<file path="config.mk">
export PLATFORM = sky130hd
export DESIGN_NAME = rxsw_top
export DESIGN_NICKNAME = d
export VERILOG_FILES = /design/src/rxsw_pkg.sv /design/src/rxsw_top.sv
export VERILOG_INCLUDE_DIRS = /design/src /design/src/src
export SDC_FILE = /design/constraint.sdc
export NUM_CORES = 1
export LEC_CHECK = 0
export BUFFER_PORTS_ARGS = -buffer_cell sky130_fd_sc_hd__buf_4
export CORE_UTILIZATION = 45
export CTS_CLUSTER_SIZE = 25
export DETAILED_ROUTE_END_ITERATION = 12
export HOLD_SLACK_MARGIN = 0.1
export PLACE_DENSITY_LB_ADDON = 0.25
export SETUP_SLACK_MARGIN = 0.2
export SYNTH_ARGS = -nofsm -noshare
export SYNTH_HDL_FRONTEND = slang
export SYNTH_SLANG_ARGS = --single-unit
</file>
<file path="constraint.sdc">
create_clock -name clk_i -period 1.89 [get_ports clk_i]
set_clock_uncertainty 0.2 [all_clocks]
set_input_delay 0 -clock clk_i [delete_from_list [all_inputs] [get_ports clk_i]]
set_output_delay 0 -clock clk_i [all_outputs]
set_load 0.02 [all_outputs]
</file>
<file path="src/rxsw_defs.svh">
// offsets, field positions, reset values and limits of the rx status word builder
// Operation
// - multicast flag bit 24: address top byte lsb set, never for broadcast
// - vlan flag bit 23 when tag removed; tag goes into second word
// - summary error bit 22 when any frame error or checksum error flag set
// - watchdog flag bit 21 when frame over 11264 bytes was truncated
// - runt flag bit 20 for frames under 64 bytes or short frames
// - runt frames reach the host only when keep-bad-frames is set
// - too-long flag bit 19 above programmed maximum, frame not truncated
// - phy receive error flag bit 18 if error seen anywhere in frame
// - alignment bit 17: odd bit count with bad fcs, 10/100 only
// - fcs flag bit 16 on crc mismatch or phy receive error
// - unicast flag bit 15 for unicast destination address
// - checksum-ignore bit 14 when layer-4 checksum could not be computed
// - length in bits 13:0, minus four when fcs stripping is on
// - second word bits 31:16 carry raw layer-3 checksum
// - second word bits 15:0 carry vlan tag: pri, cfi, vid
// - third word bit 15 marks wake frame, deepest suspend with store-wake
// - third word bit 14 wake filter fail, needs pass-wake and store-wake
// - flush returns rx fifo pointers to reset, dropping all contents
// - fifo-disabled status and enabled interrupt rise once fifo stopped
// - flush control bit clears itself when the flush is done
// - disabled interrupt stays until both disabled status bits cleared
`ifndef RXSW_DEFS_SVH
`define RXSW_DEFS_SVH
`define RXSW_CTL_OFF 4'h0
`define RXSW_MAC_OFF 4'h4
`define RXSW_STA_OFF 4'h8
`define RXSW_CNT_OFF 4'hc
`define RXSW_CTL_EN 0
`define RXSW_CTL_KEEP 1
`define RXSW_CTL_STRIP 2
`define RXSW_CTL_FLUSH 3
`define RXSW_CTL_FDIS 4
`define RXSW_CTL_IEN 5
`define RXSW_MAC_RXEN 0
`define RXSW_MAC_RXD 1
`define RXSW_MAC_MAX_LSB 16
`define RXSW_MAX_RST 14'h05ee
`define RXSW_WD_BYTES 14'h2c00
`define RXSW_RUNT_BYTES 14'h0040
`define RXSW_FCS_BYTES 14'h0004
`define RXSW_A_MCAST 24
`define RXSW_A_VLAN 23
`define RXSW_A_ERR 22
`define RXSW_A_WDT 21
`define RXSW_A_RUNT 20
`define RXSW_A_LONG 19
`define RXSW_A_RXE 18
`define RXSW_A_ALN 17
`define RXSW_A_FCS 16
`define RXSW_A_UCAST 15
`define RXSW_A_CKIGN 14
`define RXSW_C_WAKE 15
`define RXSW_C_FFAIL 14
`endif

</file>
<file path="src/rxsw_pkg.sv">
// types shared by the rx status word builder
package rxsw_pkg;
  typedef enum logic [2:0] {
    RXSW_IDLE, RXSW_RX, RXSW_WC, RXSW_WA, RXSW_WB, RXSW_DROP, RXSW_FLUSH
  } rxsw_state_e;
  typedef enum logic [1:0] {RXSW_SEL_A, RXSW_SEL_B, RXSW_SEL_C} rxsw_sel_e;
  typedef struct packed {
    logic [7:0] da_msb;
    logic bcast;
    logic vlan;
    logic [15:0] vlan_tag_field;
    logic [13:0] bytes;
    logic dribble;
    logic crc_ok;
    logic wd_trunc;
    logic short_frm;
    logic ip_err;
    logic l4_err;
    logic ck_ign;
    logic gig;
    logic [15:0] raw_l3_checksum_field;
    logic wake;
    logic ffail;
  } rxsw_frame_s;
endpackage

</file>
<file path="src/rxsw_top.sv">
// rx status word builder with fifo flush control and wishbone registers
//
// Design decisions made here: the Wishbone register port and the register addresses.
`timescale 1ns/1ps
`include "rxsw_defs.svh"
module rxsw_top #(
  parameter int LEN_W = 14
) (
  // clock and reset
  input wire logic clk_i,
  input wire logic rst_i,
  // wishbone slave
  input wire logic wb_cyc_i,
  input wire logic wb_stb_i,
  input wire logic wb_we_i,
  input wire logic [3:0] wb_adr_i,
  input wire logic [3:0] wb_sel_i,
  input wire logic [31:0] wb_dat_i,
  output logic [31:0] wb_dat_o,
  output logic wb_ack_o,
  // frame events from mac and filter engine
  input wire logic frm_start_i,
  input wire logic frm_end_i,
  input wire logic phy_err_i,
  input wire rxsw_pkg::rxsw_frame_s frm_i,
  // power state
  input wire logic susp3_i,
  input wire logic store_wake_i,
  input wire logic pass_wake_i,
  // fifo side
  output logic fifo_we_o,
  output rxsw_pkg::rxsw_sel_e fifo_sel_o,
  output logic [31:0] fifo_wdata_o,
  output logic fifo_commit_o,
  output logic fifo_rewind_o,
  output logic fifo_ptr_rst_o,
  // mac control and interrupt
  output logic mac_receive_register_en_o,
  output logic rx_disabled_interrupt_o
);
  if (LEN_W != 14) begin : g_chk
    $error("rxsw_top: length field is 14 bits");
  end

  rxsw_pkg::rxsw_state_e state_r, state_nxt;
  rxsw_pkg::rxsw_frame_s frm_r;
  logic en_r, keep_r, strip_r, flush_r, fdis_r, ien_r;
  logic rxen_r, rxd_r, fdis_pend_r, rxd_pend_r;
  logic [13:0] max_r;
  logic rxe_seen_r;
  logic [31:0] wa_r, wb_r, wc_r;
  logic [31:0] last_a_r;
  logic [15:0] ok_cnt_r, drop_cnt_r;
  logic ack_r;
  logic [31:0] dat_r;
  logic we_r, commit_r, rew_r, prst_r, int_r;
  rxsw_pkg::rxsw_sel_e sel_r;
  logic [31:0] wdata_r;

  // bus decode
  wire bus_req = wb_cyc_i & wb_stb_i & ~ack_r;
  wire bus_wr = bus_req & wb_we_i;
  wire hit_ctl = wb_adr_i == `RXSW_CTL_OFF;
  wire hit_mac = wb_adr_i == `RXSW_MAC_OFF;
  wire hit_sta = wb_adr_i == `RXSW_STA_OFF;
  wire hit_cnt = wb_adr_i == `RXSW_CNT_OFF;
  wire [31:0] bmask = {{8{wb_sel_i[3]}}, {8{wb_sel_i[2]}},
                       {8{wb_sel_i[1]}}, {8{wb_sel_i[0]}}};
  wire [31:0] wset = wb_dat_i & bmask;

  function automatic logic [31:0] merge(input logic [31:0] old);
    merge = (old & ~bmask) | wset;
  endfunction

  wire [31:0] ctl_rd = {26'h0, ien_r, fdis_r, flush_r, strip_r, keep_r, en_r};
  wire [31:0] mac_rd = {2'h0, max_r, 14'h0, rxd_r, rxen_r};
  wire [31:0] ctl_new = merge(ctl_rd);
  wire [31:0] mac_new = merge(mac_rd);
  wire ctl_wr = bus_wr & hit_ctl;
  wire mac_wr = bus_wr & hit_mac;
  wire [31:0] rd_mux = hit_ctl ? ctl_rd :
                       hit_mac ? mac_rd :
                       hit_sta ? last_a_r :
                       hit_cnt ? {drop_cnt_r, ok_cnt_r} : 32'h0;

  // per-frame flag derivation from the end-of-frame snapshot
  wire rxe_any = rxe_seen_r | phy_err_i;
  wire runt_now = (frm_i.bytes < `RXSW_RUNT_BYTES) | frm_i.short_frm;
  wire wdt_now = frm_i.wd_trunc | (frm_i.bytes > `RXSW_WD_BYTES);
  wire long_now = frm_i.bytes > max_r;
  wire aln_now = frm_i.dribble & ~frm_i.crc_ok & ~frm_i.gig;
  wire fcs_now = ~frm_i.crc_ok | rxe_any;
  wire mc_now = frm_i.da_msb[0] & ~frm_i.bcast;
  wire uc_now = ~frm_i.da_msb[0];
  wire ck_err_now = frm_i.ip_err | (frm_i.l4_err & ~frm_i.ck_ign);
  wire [13:0] len_now = strip_r ? frm_i.bytes - `RXSW_FCS_BYTES : frm_i.bytes;
  wire err_now = fcs_now | aln_now | rxe_any | long_now | runt_now
                 | wdt_now | ck_err_now;
  wire drop_now = runt_now & ~keep_r;

  function automatic logic [31:0] build_a(input logic mc, vl, er, wd, rn, lg,
                                          rx, al, fc, uc, ci,
                                          input logic [13:0] ln);
    logic [31:0] w;
    w = 32'h0;
    w[`RXSW_A_MCAST] = mc;
    w[`RXSW_A_VLAN] = vl;
    w[`RXSW_A_ERR] = er;
    w[`RXSW_A_WDT] = wd;
    w[`RXSW_A_RUNT] = rn;
    w[`RXSW_A_LONG] = lg;
    w[`RXSW_A_RXE] = rx;
    w[`RXSW_A_ALN] = al;
    w[`RXSW_A_FCS] = fc;
    w[`RXSW_A_UCAST] = uc;
    w[`RXSW_A_CKIGN] = ci;
    w[13:0] = ln;
    build_a = w;
  endfunction

  wire [31:0] a_now = build_a(mc_now, frm_i.vlan, err_now, wdt_now, runt_now,
                              long_now, rxe_any, aln_now, fcs_now, uc_now,
                              frm_i.ck_ign, len_now);
  wire [31:0] b_now = {frm_i.raw_l3_checksum_field, frm_i.vlan ? frm_i.vlan_tag_field : 16'h0};
  wire wake_now = frm_i.wake & susp3_i & store_wake_i;
  wire ffail_now = frm_i.ffail & frm_i.wake & susp3_i & store_wake_i
                   & pass_wake_i;
  wire [31:0] c_now = {16'h0, wake_now, ffail_now, 14'h0};

  wire frm_end_ok = state_r == rxsw_pkg::RXSW_RX & frm_end_i;
  wire accept = frm_start_i & en_r & rxen_r;

  // frame sequencer; a pending flush wins over a frame start in idle, and that start is not kept
  always_comb begin
    state_nxt = state_r;
    unique case (state_r)
      rxsw_pkg::RXSW_IDLE: begin
        if (flush_r)
          state_nxt = rxsw_pkg::RXSW_FLUSH;
        else if (accept)
          state_nxt = rxsw_pkg::RXSW_RX;
      end
      rxsw_pkg::RXSW_RX: begin
        if (frm_end_i)
          state_nxt = drop_now ? rxsw_pkg::RXSW_DROP : rxsw_pkg::RXSW_WC;
      end
      rxsw_pkg::RXSW_WC: state_nxt = rxsw_pkg::RXSW_WA;
      rxsw_pkg::RXSW_WA: state_nxt = rxsw_pkg::RXSW_WB;
      rxsw_pkg::RXSW_WB: state_nxt = rxsw_pkg::RXSW_IDLE;
      rxsw_pkg::RXSW_DROP: state_nxt = rxsw_pkg::RXSW_IDLE;
      rxsw_pkg::RXSW_FLUSH: state_nxt = rxsw_pkg::RXSW_IDLE;
    endcase
  end

  wire st_wc = state_r == rxsw_pkg::RXSW_WC;
  wire st_wa = state_r == rxsw_pkg::RXSW_WA;
  wire st_wb = state_r == rxsw_pkg::RXSW_WB;
  wire st_idle = state_r == rxsw_pkg::RXSW_IDLE;
  wire st_flush = state_r == rxsw_pkg::RXSW_FLUSH;
  // fifo counts as stopped only between frames, so no frame is cut in half
  wire fdis_done = fdis_pend_r & st_idle;
  wire rxd_done = rxd_pend_r & (state_r != rxsw_pkg::RXSW_RX);
  wire fdis_clr = ctl_wr & wset[`RXSW_CTL_FDIS];
  wire rxd_clr = mac_wr & wset[`RXSW_MAC_RXD];
  wire [31:0] word_nxt = st_wc ? wc_r : st_wa ? wa_r : wb_r;
  rxsw_pkg::rxsw_sel_e sel_nxt;
  assign sel_nxt = st_wc ? rxsw_pkg::RXSW_SEL_C :
                   st_wa ? rxsw_pkg::RXSW_SEL_A : rxsw_pkg::RXSW_SEL_B;

  always_ff @(posedge clk_i) begin
    if (rst_i)
      state_r <= rxsw_pkg::RXSW_IDLE;
    else
      state_r <= state_nxt;
  end

  // frame snapshot
  always_ff @(posedge clk_i) begin
    if (rst_i) begin
      rxe_seen_r <= 1'b0;
      frm_r <= '0;
      wa_r <= 32'h0;
      wb_r <= 32'h0;
      wc_r <= 32'h0;
    end else if (st_idle) begin
      rxe_seen_r <= 1'b0;
    end else if (state_r == rxsw_pkg::RXSW_RX) begin
      rxe_seen_r <= rxe_any;
      if (frm_end_i) begin
        frm_r <= frm_i;
        wa_r <= a_now;
        wb_r <= b_now;
        wc_r <= c_now;
      end
    end
  end

  // fifo outputs
  always_ff @(posedge clk_i) begin
    if (rst_i) begin
      we_r <= 1'b0;
      sel_r <= rxsw_pkg::RXSW_SEL_A;
      wdata_r <= 32'h0;
      commit_r <= 1'b0;
      rew_r <= 1'b0;
      prst_r <= 1'b0;
    end else begin
      we_r <= st_wc | st_wa | st_wb;
      sel_r <= sel_nxt;
      wdata_r <= word_nxt;
      commit_r <= st_wb;
      rew_r <= state_r == rxsw_pkg::RXSW_DROP;
      prst_r <= st_flush;
    end
  end

  // control register
  always_ff @(posedge clk_i) begin
    if (rst_i) begin
      en_r <= 1'b0;
      keep_r <= 1'b0;
      strip_r <= 1'b0;
      ien_r <= 1'b0;
      flush_r <= 1'b0;
      fdis_r <= 1'b0;
      fdis_pend_r <= 1'b0;
    end else begin
      if (ctl_wr) begin
        en_r <= ctl_new[`RXSW_CTL_EN];
        keep_r <= ctl_new[`RXSW_CTL_KEEP];
        strip_r <= ctl_new[`RXSW_CTL_STRIP];
        ien_r <= ctl_new[`RXSW_CTL_IEN];
      end
      if (ctl_wr & en_r & ~ctl_new[`RXSW_CTL_EN])
        fdis_pend_r <= 1'b1;
      else if (fdis_done | (ctl_wr & ctl_new[`RXSW_CTL_EN]))
        fdis_pend_r <= 1'b0;
      // set wins over a same-cycle write-one-to-clear
      if (fdis_done)
        fdis_r <= 1'b1;
      else if (fdis_clr)
        fdis_r <= 1'b0;
      if (st_flush)
        flush_r <= 1'b0;
      else if (ctl_wr & wset[`RXSW_CTL_FLUSH])
        flush_r <= 1'b1;
    end
  end

  // mac receive register
  always_ff @(posedge clk_i) begin
    if (rst_i) begin
      rxen_r <= 1'b0;
      rxd_r <= 1'b0;
      rxd_pend_r <= 1'b0;
      max_r <= `RXSW_MAX_RST;
    end else begin
      if (mac_wr) begin
        rxen_r <= mac_new[`RXSW_MAC_RXEN];
        max_r <= mac_new[`RXSW_MAC_MAX_LSB +: 14];
      end
      if (mac_wr & rxen_r & ~mac_new[`RXSW_MAC_RXEN])
        rxd_pend_r <= 1'b1;
      else if (rxd_done | (mac_wr & mac_new[`RXSW_MAC_RXEN]))
        rxd_pend_r <= 1'b0;
      if (rxd_done)
        rxd_r <= 1'b1;
      else if (rxd_clr)
        rxd_r <= 1'b0;
    end
  end

  // counters, last status, interrupt, bus answer
  always_ff @(posedge clk_i) begin
    if (rst_i) begin
      ok_cnt_r <= 16'h0;
      drop_cnt_r <= 16'h0;
      last_a_r <= 32'h0;
      int_r <= 1'b0;
      ack_r <= 1'b0;
      dat_r <= 32'h0;
    end else begin
      if (st_wb) begin
        ok_cnt_r <= ok_cnt_r + 16'h1;
        last_a_r <= wa_r;
      end
      if (state_r == rxsw_pkg::RXSW_DROP)
        drop_cnt_r <= drop_cnt_r + 16'h1;
      int_r <= ien_r & (fdis_r | rxd_r);
      ack_r <= bus_req;
      dat_r <= bus_req ? rd_mux : 32'h0;
    end
  end

  assign wb_ack_o = ack_r;
  assign wb_dat_o = dat_r;
  assign fifo_we_o = we_r;
  assign fifo_sel_o = sel_r;
  assign fifo_wdata_o = wdata_r;
  assign fifo_commit_o = commit_r;
  assign fifo_rewind_o = rew_r;
  assign fifo_ptr_rst_o = prst_r;
  assign mac_receive_register_en_o = rxen_r;
  assign rx_disabled_interrupt_o = int_r;

  // checks
  wire end_keep = frm_end_ok & ~drop_now;
endmodule // rxsw_top

</file>
# [Yosys cells after proc, flatten, opt, wreduce, memory -nomap -nowiden]
# Cells that the tools add are included.
[totals] out_inout_bits=73 word_cells=153 input_bits=117 reg_bits=216
[classes] eq_ne=12 n_reduce_logical=16 n_addsub=3 bitwise=63 order_cmp=3 n_mux=23
[op_table] operator="32-bit 2-to-1 mux" n=2
[op_table] operator="30-bit AND" n=2
[op_table] operator="16-bit by 1-bit adder with 16-bit output (second input constant)" n=2
[op_table] operator="16-bit 2-to-1 mux" n=2
[op_table] operator="1-bit AND" n=30
[op_table] operator="30-bit 2-to-1 mux" n=1
[op_table] operator="30-bit NOT" n=1
[op_table] operator="30-bit OR" n=1
[op_table] operator="25-bit 2-to-1 mux" n=1
[op_table] operator="1-bit OR" n=16
[op_table] operator="3-bit case mux with 5 select lines" n=1
[op_table] operator="14-bit greater-than comparator" n=1
[op_table] operator="14-bit greater-than comparator (second input constant)" n=1
[op_table] operator="14-bit by 7-bit less-than comparator with 1-bit output (second input constant)" n=1
[op_table] operator="14-bit 2-to-1 mux" n=1
[op_table] operator="14-bit by 3-bit subtractor with 14-bit output (second input constant)" n=1
[op_table] operator="3-bit 2-to-1 mux" n=4
[op_table] operator="1-bit NOT" n=11
[op_table] operator="3-bit == test (second input constant)" n=3
[op_table] operator="1-bit 2-to-1 mux" n=9
[op_table] operator="3-bit OR reduction" n=3
[op_table] operator="4-bit == test (second input constant)" n=2
[op_table] operator="2-bit nonzero test" n=4
[op_table] operator="2-bit OR reduction" n=4
[op_table] operator="other kinds (15)" n=16

# [Logic depth before layout (Yosys ltp)]
[logic_depth] depth_word=9 mapped_depth=7 ltp_nobuf=7

# [Worst setup path before layout]
# No wires, ideal clock.
[synth_timing] kind="reg2reg" start="register with a tool-made name" end="register wa_r[19]" slack_ps=-134 setup_ps=134 path_stages_with_launch=8 synth_period_minus_slack_ps=2024 arrival_ps=1690 cell_sequence="dfxtp_1 > inv_1 > ha_1 > a21oi_1 > nand2_1 > a221o_1 > a2111oi_0 > o21ai_0"
[synth_rtl] item="end signal, assigned" line="rxsw_top.sv:191" rtl="wa_r <= a_now;"
[synth_rtl] item="end, declared" line="rxsw_top.sv:51" rtl="logic [31:0] wa_r, wb_r, wc_r;"

==> flow_summary.toml <==
[outcome]
status = "finished with violations"
violations = "negative hold slack, negative setup slack"

[clock_network]
clk_latency_ns = 0.52
numCtsBuffers = 23
clk_pin_slew_ns = 0.06
cts_tree = "yes"
cts_buffer_depth = 3
clock-sinks = 216
root_buffer = "clkbuf_16"
cts.htree.levels = 1

[grt]
grt_max_degree = 155
grt_pass1_vias = 8368
grt_first_pass_wirelength_mm = 43.1
gr-usage-all-layers = 0.277
antenna_found_initial = 0
grt_overflow_total = 0

[critical_path]
critPathMaxStageDelay_ns = 0.41
worstPathMaxFanout = 3
required_ns = 2.08
r2r_cells = 7
startpoint_type = "flop"
worst_ep_arrival_time_ns = 2.14
slowest_stage = "dfxtp_1"
crit_type = "reg2reg"
reg2reg_to = "wa_r[19]"
crit_chain = "inv_1 -> ha_1 -> nor2b_1 -> o211ai_1 -> a21oi_1 -> a2111oi_4 -> o21ai_1"
reg2reg_slack_ns = -0.06
endpoint_kind = "flop"
critical_path_buf_inv_count = 1
critical-path-top-delay-family = "compound AO/OA/AOI/OAI gates"

[floorplan]
num_rows = 50
core_area_sq_mm = 0.0187
dieArea_sq_mm = 0.0197
ioPinCount = 190
fp.dieW_microns = 140
die_y_microns = 140
start_util = 0.460

[finish]
utilization = 0.718
final-seq-area_sq_mm = 0.00435
n_antenna_cell = 0
final_nets = 1477
fill_cells = 1309
drive_above_1_share = 0.319
layout.cells.non_filler = 1590
multi_input_area_sq_mm = 0.00466
syn_to_final_growth_pct = 56.2

[synth]
synth-edff-count = 0
synth_fa_ha_area_frac = 0.0262
synth_mux_area_frac = 0.0176
syn_inst = 1021
synth_compound_area_frac = 0.143
ys.flop_type = "dfxtp_1"
synth_area_sq_mm = 0.00860
synth-simple-area-share = 0.234
synthTopCellsByArea = "dfxtp_1 50%, nand2_1 9.3%, a21oi_1 6.7%, nor2_1 4.1%, nand3_1 3.1%"
synth_nets = 1156
synth.largest_area_cell = "dfxtp_1"
ys_async_sr_fraction = 0
syn_area_per_cell_sq_um = 8.43
synth_top_family_by_area = "simple AND/OR/NAND/NOR gates"
ys_warn_count = 0
synth_cell_types = 54
synth-seq-cells = 216
synth_top_area_frac = 0.503
synth-xor-area-share = 0.0387
ys_seq_area_frac = 0.503

[timing]
rsz0062_at_grt = "yes"
slew_violations = 0
worst_slack_ns = -0.0595
whs_ns = -0.354
fmax_mhz = 513
setup_viol = 2
hold_violations = 8
worstMarginPinSlew_ns = 0.821
relSlewSlack = 0.453
fin_crit_sh = 1.03
post-route-min-period_ns = 1.95

[min_path]
hold_end = "wa_r[9]"
hold_class = "in2reg"
hold_depth = 3
hold_start = "frm_i[35]"

[placed_design]
hpwl_mm = 16.8
dp.cells = 1404
dpl_worst_slack_ns = -0.0704
port_buffers = 169
gp_congestion = 0.851

[power]
leakage_uw = 0.00524
peakVddDrop_mv = 0.685
power.density_mw_per_mm2 = 918

[routing]
vias = 8846
routed_wl_mm = 29.4
initialDrtViolationCount = 785
routedWlPerCell_microns = 18.5
first_pass_iters = 5
ant_nets = 0
vias_per_cell = 5.56
drc = 0

[run]
drv_cap = 0
## stage by stage
step	total power [uW]	setup TNS [ns]	area, sq um
finish	12300	-0.112	13400
global route	12700	-0.360	13400
floorplan	6040	0	8680
global placement	6770	-0.105	10400
CTS	12000	-0.0983	12700
detailed placement	6790	-0.133	10400
## synth_stat cells (6+ instances only)
cell        n
a211oi_1   14
a21oi_1   115
a22oi_1    35
and2_1      8
and3_1     10
and4_1      6
buf_1       9
clkbuf_1   52
dfxtp_1   216
ha_1       18
inv_1      21
mux2_2      9
nand2_1   214
nand3_1    53
nand3b_1   11
nand4_1    12
nor2_1     93
nor3_1      8
o21ai_0    14
or3_1       6
xnor2_1    13
xor2_1     25
## worst register-to-register path, cell delays in order (launching register included)
cell       delay [ns]
dfxtp_1          0.41
inv_1            0.08
ha_1             0.29
nor2b_1          0.14
o211ai_1         0.16
a21oi_1          0.13
a2111oi_4        0.31
o21ai_1          0.11
## per-layer routing
layer / part of all wire / track usage
met2: 0.48 / 0.470
met5: 0 / 0
met3: 0.062 / 0.0390
met4: 0.036 / 0.118
met1: 0.42 / 0.352
## where the power goes
group,internal [uW],switching (uW)
clock,3080,1850
sequential,4850,242
combinational,1100,1210
total,9030,3310
## flip-flops by register name, summed over array words and instances, names as in the netlist, 2 cells and up, named ones only
register	count
wb_r	32
last_a_r	25
state_r	3
wc_r	2
fifo_wdata_o	32
ok_cnt_r	16
fifo_sel_o	2
wa_r	25
wb_dat_o	32
drop_cnt_r	16
## placed cells by master, fill, tap and decap left out, types with 12 or more instances in the layout
cell type,synthesis,routed
clkbuf_16,0,27
nor2_1,93,88
nand3_2,0,17
dfxtp_1,216,203
ha_1,18,13
a22oi_1,35,31
nand2_2,0,17
a21oi_1,115,99
inv_1,21,17
buf_4,0,212
a211oi_1,14,12
xor2_1,25,23
a21oi_2,0,13
dlygate4sd3_1,0,111
buf_6,0,23
nand2_1,214,191
nand3_1,53,30
nand4_1,12,12
## logic make-up (layout without fill, tap and decap cells)
kind of cell,count (synthesis),count (layout)
fa+ha+maj,18,18
xor+xnor,38,38
flops,216,216
compound gates,203,203
mux,14,14
buf+inv,85,420
simple gates,447,447
## timing repair
action,4_1_cts,5_1_grt
gates cloned,1,5
hold endpoints to repair,183,70
endpoints found under the setup margin,66,145
hold buffers,112,4
gates resized for setup,59,119
buffers inserted,11,18
pin swaps,31,65
## cell type report
| type | count | area share |
|---|---|---|
| clock buffer | 32 | 0.0483 |
| clock inverter | 7 | 0.0130 |
| inverter | 22 | 0.00615 |
| multi-input combinational | 720 | 0.347 |
| sequential | 216 | 0.323 |
| tap | 234 | 0.0218 |
| timing repair buffer | 359 | 0.240 |
## worst max path at each step
stage               endpoint  slack (ns)  cells past startpoint
finish              wa_r[19]       -0.06                      7
global route        wa_r[22]       -0.14                      7
CTS                 wa_r[19]       -0.05                      6
detailed placement  wa_r[19]       -0.07                      6
global placement    wa_r[22]       -0.05                      6
floorplan           wa_r[19]        0.02                      6
No activity file was read; power rests on OpenSTA's default activity.
